==> src/design/irms_pkg.sv <==
// Purpose: Shared constants and types for the infrared motion sensor register block.
// Assumes: One 50 MHz clock; the serial bus pins are already synchronous to it.
// Notes: Register indices, field positions, reset values and timing counts live here.
package irms_pkg;

  // Clock rate and the automatic interrupt release time.
  localparam int unsigned CLK_PERIOD_NS = 20;
  localparam int unsigned IRQ_HOLD_NS = 10_000_000;
  localparam int unsigned IRQ_HOLD_CYC = IRQ_HOLD_NS / CLK_PERIOD_NS;

  // Serial bus slave address and byte framing.
  localparam logic [6:0] SLAVE_ADDR = 7'h55;
  localparam logic [3:0] BITS_PER_BYTE = 4'h8;
  localparam logic DIR_WRITE = 1'b0;
  localparam logic DIR_READ = 1'b1;

  // Register indices.
  localparam logic [7:0] IDX_MOTION_STATUS = 8'h00;
  localparam logic [7:0] IDX_SHUTDOWN_CONTROL = 8'h01;
  localparam logic [7:0] IDX_SENSE_CONFIGURATION = 8'h11;

  // Reset values; the status register has no defined reset value, zero is used.
  localparam logic [7:0] SHUTDOWN_CONTROL_RST = 8'h00;
  localparam logic [7:0] SENSE_CONFIGURATION_RST = 8'h00;
  localparam logic [1:0] STATUS_FIELD_RST = 2'h0;

  // Field positions.
  localparam int unsigned STAT_PROX_LSB = 2;
  localparam int unsigned STAT_MOTION_LSB = 0;
  localparam int unsigned SHDN_SOFT_BIT = 0;
  localparam int unsigned CFG_MODE_BIT = 0;
  localparam int unsigned CFG_EC_LSB = 1;

  // Field codes.
  localparam logic MODE_MOTION = 1'b0;
  localparam logic MODE_PROXIMITY = 1'b1;
  localparam logic [1:0] PROX_AWAY = 2'h1;
  localparam logic [1:0] PROX_CLOSE = 2'h2;
  localparam logic [1:0] MOTION_B_TO_A = 2'h1;
  localparam logic [1:0] MOTION_A_TO_B = 2'h2;

  // Emitter duty: one pulse cycle in 512 when stable, one in 8 in active motion.
  localparam int unsigned DUTY_CNT_W = 9;
  localparam logic [8:0] DUTY_MASK_STABLE = 9'h1ff;
  localparam logic [8:0] DUTY_MASK_MOTION = 9'h007;

  // Serial bus slave phases.
  typedef enum logic [3:0] {
    IRMS_IDLE, IRMS_ADDR, IRMS_ADDR_ACK, IRMS_INDEX, IRMS_INDEX_ACK,
    IRMS_WDATA, IRMS_WDATA_ACK, IRMS_RDATA, IRMS_RD_ACK
  } irms_phase_t;

endpackage

==> src/design/irms_regs.sv <==
// Purpose: Register file, serial bus slave, status reporting, interrupt and emitter duty.
// Assumes: scl_in and sda_in are synchronous to ref_clk and slow against it.
// Notes: The optical front end is outside; it hands in decoded codes on a strobe.
`timescale 1ns/10ps

// Operation
// RULE1: Read is address-write, index byte, repeated start, address-read, then data returned.
// RULE2: Indices 00h status, 01h shutdown, 11h configuration are decoded.
// RULE3: Status bits 3:2 hold proximity_state, bits 1:0 motion_direction, upper bits undefined.
// RULE4: proximity_state 01 means moving away, 10 approaching, others no motion.
// RULE5: motion_direction 01 means b toward a, 10 a toward b, others none.
// RULE6: Each field only updates in its own operating mode.
// RULE7: Configuration bit 0 selects motion (0) or proximity (1); resets to 0.
// RULE8: Configuration bits 3:1 choose emitter current 400/280/210/70 mA; reset 000.
// RULE9: Shutdown bit 0 low means software shutdown; resets low, so start shut down.
// RULE10: Shutdown of either kind keeps all register contents.
// RULE11: hw_shutdown_n low forces hardware shutdown until it returns high.
// RULE12: irq_n goes low when either status field changes from detected movement.
// RULE13: The host reads status after an interrupt; that read releases irq_n.
// RULE14: irq_n low for 10ms without a status read is released automatically.
// RULE15: Emitter averages 1/512 when stable or in proximity, 1/8 in active motion.
// RULE16: Slave address is 1010101 followed by direction bit, 0 write, 1 read.
// RULE17: Write is address, index, one data byte, MSB first, each acknowledged.
// RULE18: Writes to status or unmapped indices change nothing.
module irms_regs
  import irms_pkg::*;
#(
  parameter int unsigned IRQ_HOLD_CYCLES = IRQ_HOLD_CYC
) (
  // Clock and reset.
  input wire logic ref_clk,
  input wire logic rst_n,
  // Serial bus; SDA is open drain, driven low while sda_oe is high.
  input wire logic scl_in,
  input wire logic sda_in,
  output logic sda_out,
  output logic sda_oe,
  // Hardware shutdown pin.
  input wire logic hw_shutdown_n,
  // Decoded results from the optical front end.
  input wire logic det_valid,
  input wire logic [1:0] det_prox_code,
  input wire logic [1:0] det_motion_code,
  input wire logic motion_active,
  // Interrupt and emitter control.
  output logic irq_n,
  output logic emitter_pulse,
  output logic [2:0] emitter_current_sel,
  output logic op_mode,
  output logic shutdown_active
);

  // Complete state of the block.
  typedef struct packed {
    irms_phase_t phase;
    logic scl_prev;
    logic sda_prev;
    logic [3:0] bit_cnt;
    logic [7:0] rx_shift;
    logic [7:0] tx_shift;
    logic rw;
    logic [7:0] index;
    logic sda_oe;
    logic sda_o;
    logic [7:0] shutdown_control;
    logic [7:0] sense_configuration;
    logic [1:0] proximity_state;
    logic [1:0] motion_direction;
    logic irq_n;
    logic [31:0] irq_cnt;
    logic [DUTY_CNT_W-1:0] duty_cnt;
    logic emitter_pulse;
    logic shutdown_active;
  } irms_state_t;

  irms_state_t st_r;
  irms_state_t st_nxt;

  // Register read mux; writable registers read back as their stored value.
  function automatic logic [7:0] irms_read(input irms_state_t s, input logic [7:0] idx);
    logic [7:0] v;
    v = 8'h00;
    case (idx)
      IDX_MOTION_STATUS: begin
        v[STAT_PROX_LSB +: 2] = s.proximity_state; // RULE3
        v[STAT_MOTION_LSB +: 2] = s.motion_direction; // RULE3
      end
      IDX_SHUTDOWN_CONTROL: v = s.shutdown_control;
      IDX_SENSE_CONFIGURATION: v = s.sense_configuration;
      default: v = 8'h00;
    endcase
    return v;
  endfunction

  // Bus condition decode from the previous and present pin samples.
  logic scl_rise;
  logic scl_fall;
  logic bus_start;
  logic bus_stop;
  logic byte_done;
  logic operating;
  logic cur_mode;
  logic status_read;
  logic det_event;

  assign scl_rise = scl_in & ~st_r.scl_prev;
  assign scl_fall = ~scl_in & st_r.scl_prev;
  assign bus_start = scl_in & st_r.scl_prev & st_r.sda_prev & ~sda_in;
  assign bus_stop = scl_in & st_r.scl_prev & ~st_r.sda_prev & sda_in;
  assign byte_done = scl_fall & (st_r.bit_cnt == BITS_PER_BYTE);
  // Either shutdown halts sensing but leaves the registers alone.
  assign operating = hw_shutdown_n & st_r.shutdown_control[SHDN_SOFT_BIT]; // RULE9 RULE11
  assign cur_mode = st_r.sense_configuration[CFG_MODE_BIT]; // RULE7

  // Next-state logic for the whole block.
  always_comb begin
    st_nxt = st_r;
    status_read = 1'b0;
    det_event = 1'b0;
    st_nxt.scl_prev = scl_in;
    st_nxt.sda_prev = sda_in;
    st_nxt.sda_o = 1'b0;

    // Serial bus slave; a start or stop wins over any phase.
    if (bus_start) begin
      st_nxt.phase = IRMS_ADDR; // RULE1
      st_nxt.bit_cnt = 4'h0;
      st_nxt.sda_oe = 1'b0;
    end else if (bus_stop) begin
      st_nxt.phase = IRMS_IDLE;
      st_nxt.sda_oe = 1'b0;
    end else begin
      case (st_r.phase)
        IRMS_IDLE: begin
          st_nxt.sda_oe = 1'b0;
        end
        IRMS_ADDR: begin
          if (scl_rise) begin
            st_nxt.rx_shift = {st_r.rx_shift[6:0], sda_in};
            st_nxt.bit_cnt = st_r.bit_cnt + 4'h1;
          end else if (byte_done) begin
            if (st_r.rx_shift[7:1] == SLAVE_ADDR) begin
              st_nxt.rw = st_r.rx_shift[0]; // RULE16
              st_nxt.sda_oe = 1'b1;
              st_nxt.phase = IRMS_ADDR_ACK;
            end else begin
              st_nxt.phase = IRMS_IDLE; // RULE16
            end
          end
        end
        IRMS_ADDR_ACK: begin
          if (scl_fall) begin
            st_nxt.bit_cnt = 4'h0;
            if (st_r.rw == DIR_READ) begin
              // The index from the earlier write phase picks the register.
              st_nxt.tx_shift = irms_read(st_r, st_r.index); // RULE1
              st_nxt.sda_oe = ~st_nxt.tx_shift[7];
              st_nxt.phase = IRMS_RDATA;
              status_read = (st_r.index == IDX_MOTION_STATUS); // RULE13
            end else begin
              st_nxt.sda_oe = 1'b0;
              st_nxt.phase = IRMS_INDEX;
            end
          end
        end
        IRMS_INDEX: begin
          if (scl_rise) begin
            st_nxt.rx_shift = {st_r.rx_shift[6:0], sda_in};
            st_nxt.bit_cnt = st_r.bit_cnt + 4'h1;
          end else if (byte_done) begin
            st_nxt.index = st_r.rx_shift; // RULE17
            st_nxt.sda_oe = 1'b1;
            st_nxt.phase = IRMS_INDEX_ACK;
          end
        end
        IRMS_INDEX_ACK: begin
          if (scl_fall) begin
            st_nxt.bit_cnt = 4'h0;
            st_nxt.sda_oe = 1'b0;
            st_nxt.phase = IRMS_WDATA;
          end
        end
        IRMS_WDATA: begin
          if (scl_rise) begin
            st_nxt.rx_shift = {st_r.rx_shift[6:0], sda_in};
            st_nxt.bit_cnt = st_r.bit_cnt + 4'h1;
          end else if (byte_done) begin
            // Only the two writable registers take data; anything else is dropped.
            case (st_r.index) // RULE2 RULE18
              IDX_SHUTDOWN_CONTROL: st_nxt.shutdown_control = st_r.rx_shift;
              IDX_SENSE_CONFIGURATION: st_nxt.sense_configuration = st_r.rx_shift;
              default: st_nxt.index = st_r.index;
            endcase
            st_nxt.sda_oe = 1'b1; // RULE17
            st_nxt.phase = IRMS_WDATA_ACK;
          end
        end
        IRMS_WDATA_ACK: begin
          // One data byte per write; further bytes go unacknowledged.
          if (scl_fall) begin
            st_nxt.sda_oe = 1'b0;
            st_nxt.phase = IRMS_IDLE;
          end
        end
        IRMS_RDATA: begin
          if (scl_rise) begin
            st_nxt.bit_cnt = st_r.bit_cnt + 4'h1;
          end else if (byte_done) begin
            st_nxt.sda_oe = 1'b0;
            st_nxt.phase = IRMS_RD_ACK;
          end else if (scl_fall) begin
            st_nxt.tx_shift = {st_r.tx_shift[6:0], 1'b0};
            st_nxt.sda_oe = ~st_r.tx_shift[6];
          end
        end
        IRMS_RD_ACK: begin
          // A master acknowledge repeats the same register; a nack ends the read.
          if (scl_rise) begin
            st_nxt.phase = sda_in ? IRMS_IDLE : IRMS_ADDR_ACK;
          end
        end
        default: begin
          st_nxt.phase = IRMS_IDLE;
          st_nxt.sda_oe = 1'b0;
        end
      endcase
    end

    // Status update: each field follows only its own mode, and only while operating.
    if (det_valid && operating) begin
      if (cur_mode == MODE_MOTION && det_motion_code != st_r.motion_direction) begin
        st_nxt.motion_direction = det_motion_code; // RULE5 RULE6
        det_event = 1'b1;
      end
      if (cur_mode == MODE_PROXIMITY && det_prox_code != st_r.proximity_state) begin
        st_nxt.proximity_state = det_prox_code; // RULE4 RULE6
        det_event = 1'b1;
      end
    end

    // Interrupt: a new event wins over a status read in the same cycle.
    if (det_event) begin
      st_nxt.irq_n = 1'b0; // RULE12
      st_nxt.irq_cnt = 32'h0;
    end else if (!st_r.irq_n) begin
      if (status_read) begin
        st_nxt.irq_n = 1'b1; // RULE13
        st_nxt.irq_cnt = 32'h0;
      end else if (st_r.irq_cnt >= IRQ_HOLD_CYCLES - 1) begin
        st_nxt.irq_n = 1'b1; // RULE14
        st_nxt.irq_cnt = 32'h0;
      end else begin
        st_nxt.irq_cnt = st_r.irq_cnt + 32'h1; // RULE14
      end
    end

    // Emitter duty: a free counter gives one pulse per 512 or per 8 cycles of
    // the sensing slot, which keeps the average current at the required ratio.
    if (operating) begin
      st_nxt.duty_cnt = st_r.duty_cnt + 9'h001;
      if (cur_mode == MODE_MOTION && motion_active) begin
        st_nxt.emitter_pulse = ((st_r.duty_cnt & DUTY_MASK_MOTION) == 9'h000); // RULE15
      end else begin
        st_nxt.emitter_pulse = ((st_r.duty_cnt & DUTY_MASK_STABLE) == 9'h000); // RULE15
      end
    end else begin
      st_nxt.duty_cnt = 9'h000;
      st_nxt.emitter_pulse = 1'b0; // RULE10
    end
    st_nxt.shutdown_active = ~operating; // RULE11
  end

  // Single state register; reset loads constants only.
  always_ff @(posedge ref_clk or negedge rst_n) begin
    if (!rst_n) begin
      st_r.phase <= IRMS_IDLE;
      st_r.scl_prev <= 1'b1;
      st_r.sda_prev <= 1'b1;
      st_r.bit_cnt <= 4'h0;
      st_r.rx_shift <= 8'h00;
      st_r.tx_shift <= 8'h00;
      st_r.rw <= DIR_WRITE;
      st_r.index <= IDX_MOTION_STATUS;
      st_r.sda_oe <= 1'b0;
      st_r.sda_o <= 1'b0;
      st_r.shutdown_control <= SHUTDOWN_CONTROL_RST; // RULE9
      st_r.sense_configuration <= SENSE_CONFIGURATION_RST; // RULE7 RULE8
      st_r.proximity_state <= STATUS_FIELD_RST;
      st_r.motion_direction <= STATUS_FIELD_RST;
      st_r.irq_n <= 1'b1;
      st_r.irq_cnt <= 32'h0;
      st_r.duty_cnt <= 9'h000;
      st_r.emitter_pulse <= 1'b0;
      st_r.shutdown_active <= 1'b1;
    end else begin
      st_r <= st_nxt;
    end
  end

  // Outputs come straight from the state register.
  assign sda_out = st_r.sda_o;
  assign sda_oe = st_r.sda_oe;
  assign irq_n = st_r.irq_n;
  assign emitter_pulse = st_r.emitter_pulse;
  assign emitter_current_sel = st_r.sense_configuration[CFG_EC_LSB +: 3]; // RULE8
  assign op_mode = st_r.sense_configuration[CFG_MODE_BIT];
  assign shutdown_active = st_r.shutdown_active;

endmodule

==> config.mk <==
export PLATFORM = sky130hd
export DESIGN_NAME = irms_regs
export DESIGN_NICKNAME = d
export VERILOG_FILES = /design/src/design/irms_pkg.sv /design/src/design/irms_regs.sv
export SDC_FILE = /design/constraint.sdc
export NUM_CORES = 1
export LEC_CHECK = 0
export BUFFER_PORTS_ARGS = -buffer_cell sky130_fd_sc_hd__buf_4
export CORE_MARGIN = 1
export CORE_UTILIZATION = 61
export CTS_CLUSTER_DIAMETER = 40
export DETAILED_ROUTE_END_ITERATION = 12
export GPL_TIMING_DRIVEN = 0
export PLACE_DENSITY_LB_ADDON = 0.12
export SYNTH_ARGS = -nofsm -noshare
export SYNTH_HDL_FRONTEND = slang
export SYNTH_SLANG_ARGS = --single-unit
==> constraint.sdc <==
create_clock -name ref_clk -period 2.6 [get_ports ref_clk]
set_input_delay 0.65 -clock ref_clk [delete_from_list [all_inputs] [get_ports ref_clk]]
set_output_delay 0.65 -clock ref_clk [all_outputs]
set_load 0.01 [all_outputs]
* Yosys cells after proc, flatten, opt, wreduce, memory -nomap -nowiden
Index checks and enable logic that the tools add are counted.
** Word-level totals
- Register bits :: 100
- Word-level logic and storage cells :: 181
** Operators by class
- $add $sub $neg :: 3
- Magnitude comparators :: 1
- Eq/ne operators :: 41
- Multiplexer cells :: 73
- Bitwise operators :: 21
- Reductions and logical operators :: 24
** Operators by type and width (count)
- $mux W33 :: 3
- $mux W4 :: 21
- $ne A4 B4 Y1 const B :: 13
- $mux W8 :: 6
- $pmux W4 S9 :: 1
- $add A32 B1 Y32 const B :: 1
- $ge A32 B19 Y1 const B :: 1
- $mux W32 :: 1
- $pmux W8 S2 :: 2
- $mux W29 :: 1
- $mux W1 :: 27
- $pmux W4 S3 :: 2
- $reduce_and A6 Y1 :: 4
- $logic_not A9 Y1 :: 2
- $mux W9 :: 2
- $eq A4 B3 Y1 const B :: 4
- $reduce_and A13 Y1 :: 1
- $mux W12 :: 1
- $ne A2 B2 Y1 const B :: 6
- $not A1 Y1 :: 12
- $reduce_and A12 Y1 :: 1
- $mux W10 :: 1
- $add A9 B1 Y9 const B :: 1
- $and A1 B1 Y1 :: 9
- other kinds (28) :: 40

* Longest topological paths before layout
- Depth in word-level cells :: 13
- Gate-level depth with buffers :: 9

* Worst setup path after synthesis
Ideal clock, no wire load.
- Path type :: input -> register
- Start point :: input port scl_in
- End point :: register st_r (netlist bit emitter_current_sel[0])
- Data arrival time :: 2.054 ns
- Data required time :: 2.475 ns
- Slack :: 0.422 ns
- Stages on the path :: 5
- Buffers on the path :: 0
- Path through :: nand2b_1 -> nor3_2 -> nand2_1 -> nor4_4 -> mux2_2
** Between the ends
- Cells in the longest elaborated chain, start to end :: 5
** RTL lines
- start, declared :: RTL line irms_regs.sv:34 : input wire logic scl_in,
- $and A1 B1 Y1 :: RTL line irms_regs.sv:108, irms_regs.sv:109
- $and A1 B1 Y1 (on tied branches) (2 in a row) :: RTL line irms_regs.sv:109, irms_regs.sv:108
- $not A1 Y1 (no source line)
- $reduce_and A6 Y1 (no source line) *
- end signal, assigned :: RTL line irms_regs.sv:296 : st_r <= st_nxt;
- end, declared :: RTL line irms_regs.sv:76 : irms_state_t st_r;
Mark *: on every way between the ends. The rest lies on a longest branch, timed or not.
A chain may end at the register's enable or synchronous reset.

* Worst setup path in the final report
- Start point :: register st_r[96] (netlist bit)
- End point :: register st_r[99] (netlist bit)
** Between the ends
- Cells in the longest elaborated chain, start to end :: 5
** RTL lines (RTL line)
- $and A1 B1 Y1 :: irms_regs.sv:108, irms_regs.sv:109
- $and A1 B1 Y1 (on tied branches) (2 in a row) :: irms_regs.sv:108, irms_regs.sv:109
- $ne A4 B4 Y1 (no source line) (tied with other cells)
- $reduce_and A13 Y1 (no source line) / $mux W4 (equally long branches)
Parallel ways exist; a longest one is shown, timed or not.

==> impl_metrics.ini <==
[critical_path]
critPathTopFamily = compound AO/OA/AOI/OAI gates
crit_buf_inv = 0
criticalPathCategory = reg2reg
endpoint_kind = flip-flop
crit_slowest_cell = dfstp_2
crit_required_ns = 2.85
crit_chain = nand2b_1 -> nor3_2 -> nor3_1 -> a211oi_1 -> o21ai_0 -> a221o_1
critPathMaxStageDelay_ns = 0.60
path_max_fanout = 8
arrival_ns = 2.71
cp-start-kind = flip-flop

[synth]
syn_inst = 462
synth_warnings = 0
synth_seq_cells = 99
ys_types = 58
synth-async-reset-ratio_pct = 100.0
synth_area_leaders = dfrtp_1 49%, mux2_2 8.1%, nand2_1 3.1%, nor2_1 2.9%, o21ai_0 2.9%
syn_nets = 478
synth_top_area_share_pct = 49.15
synth-edff-count = 0
ys.flop_type = dfrtp_1
syn_area_um2 = 4837
synth_seq_area_share_pct = 51.32
syn_area_per_cell_um2 = 10.47
synth_top_cell_by_area = dfrtp_1

[sta]
period_needed_ns = 2.460
setup_violations = 0
fmax_mhz = 406.6
period_share_pct = 94.60
drv_slew = 0
fin_skew_ns = 0.01259
rsz0062_at_grt = no
fin_ws_ns = 0.1404
finalHoldViolations = 0
slew_headroom_pct = 18.10
tightest_slew_ns = 1.229
holdWs_ns = 0.4187

[finish]
multi_input_area_um2 = 2211
area.growth.synth_to_final_pct = 10.68
layout-drive-gt1-share_pct = 18.16
post-route-util_pct = 69.65
seq_area_um2 = 2482
final_common_cell = dfrtp_1
nets = 512
final_area_um2 = 5354
antenna_cells = 0
fillers = 591
final_cell_mix = 95 x dfrtp_1, 40 x nand2_1, 38 x nor2_1

[floorplan]
start_util_pct = 62.92
die_w_um = 91.05
core-area_um2 = 7687
dieHeight_um = 91.05
ios = 20
dieArea_um2 = 8290
fp-row-count = 32

[power]
ir_drop_mv = 0.4668
leakage_nw = 2.412
p_per_area_nw_per_um2 = 627.8

[cts]
tritoncts = built
clock_latency_ns = 0.36
numCtsBuffers = 9
h-tree-depth = 3
cts_root_buf = clkbuf_8
clock_path_buffers = 2
cts.sinks = 99
clk_pin_slew_ns = 0.10
post_cts_resize_count = 0

[place]
place.port_buffers = 18
place_area_um2 = 5100
place_congestion = 0.8997
post-place-ws_ns = -0.1472
dp_hpwl_mm = 6.621

[run_status]
status = finished clean

[global_routing]
grtUsageTotal_pct = 25.27
grt_pass1_wl_mm = 16.65
grt_overflow = 0
first_global_vias = 3433
antenna_found_initial = 0
grt_max_degree = 100

[route]
drt-initial-drc-count = 214
wire_per_inst_um = 16.01
dr.pass1.iters = 4
drc = 0
vias = 3552
vias_per_cell = 5.891
antenna_left = 0
drt-total-wl_mm = 9.655

[job]
drv_cap = 0

[hold_path]
hold_path.class = in2reg
==> per-layer routing <==
| metal | global-route usage, % | routed length, µm | vias up | part of all wire (%) |
|---|---|---|---|---|
| li1 | - | - | 1718 | - |
| met1 | 36.92 | 4861 | 1754 | 50 |
| met2 | 37.94 | 4342 | 70 | 45 |
| met3 | 6.114 | 363 | 10 | 3.8 |
| met4 | 6.878 | 88 | 0 | 0.91 |
| met5 | 0 | 0 | - | 0 |
==> timing repair <==
| item | 4_1_cts | 5_1_grt |
|---|---|---|
| hold buffers | 0 | 0 |
| endpoints found under the setup margin | 0 | 16 |
| buffers inserted | 0 | 5 |
==> power by group <==
part	internal (mW)	switching (mW)	leakage, nW
sequential	1.63	0.115	1.31
combinational	0.219	0.314	0.998
clock	0.550	0.535	0.105
==> cell type report <==
cell class,count,share of cell area [%]
flip-flops and latches,99,46.37
inverters,9,0.6310
clock inverters,5,1.589
multi-input cells,333,41.29
repair buffers,23,3.225
plain buffers,21,2.057
clock buffers,11,2.454
well taps,102,2.384
==> synth_stat cells (2+ instances only) <==
master	number
buf_4	5
clkbuf_1	13
nand2_1	40
nor4b_1	3
inv_1	9
a21oi_1	18
nand2b_1	4
a31oi_1	2
nor4_1	2
o22ai_1	2
and4_1	2
nor2b_1	5
a2111oi_0	2
nor3_2	2
nand4_1	3
a21o_1	5
xor2_1	5
and3_1	8
o21ai_1	3
nor3_1	19
dfrtp_1	95
nand4b_1	3
mux2_2	35
a22oi_1	4
or3_1	7
o21ai_0	28
nand3_1	24
dfstp_2	4
nor4_4	2
ha_1	5
and2_1	13
mux2i_1	8
nor2_1	38
xnor2_1	11
a22o_1	7
mux2_1	4
==> per-stage QoR <==
step | setup TNS (ns) | std cells | total power, mW
after floorplan | 0 | 462 | 2.112
after global placement | -1.615 | 582 | 2.280
after detailed placement | -2.121 | 582 | 2.299
after CTS | 0 | 598 | 3.386
after global routing | 0 | 603 | 3.531
final | 0 | 603 | 3.361
==> worst paths after layout <==
check	startpoint	slack, ns	end	cells after the start
max in group asynchronous	rst_n	1.28	st_r[89]$_DFFE_PN0P_	1
min in group asynchronous	rst_n	0.52	st_r[10]$_DFF_PN0_	1
worst min register to register	st_r[2]$_DFF_PN0_	0.49	st_r[2]$_DFF_PN0_	1
worst max-delay path	st_r[96]$_DFF_PN1_	0.14	st_r[99]$_DFFE_PN0P_	6
worst max register to register	st_r[96]$_DFF_PN1_	0.14	st_r[99]$_DFFE_PN0P_	6
worst min-delay path	scl_in	0.42	st_r[96]$_DFF_PN1_	1
==> registers in the layout (all words and copies together) (netlist names) <==
signal and cells:
shutdown_active 1, op_mode 1, sda_oe 1, emitter_pulse 1, irq_n 1, emitter_current_sel 3, st_r 91
==> kinds of logic after synthesis <==
logic type	synth area share (%)
buffers and inverters	2.974
AO/OA/AOI/OAI	10.37
adder cells (fa/ha/maj)	1.293
flip-flops	51.32
XOR/XNOR	2.897
AND/OR/NAND/NOR	20.33
multiplexers	10.73
other	0.07753
Power figures use the tool's default switching activity.
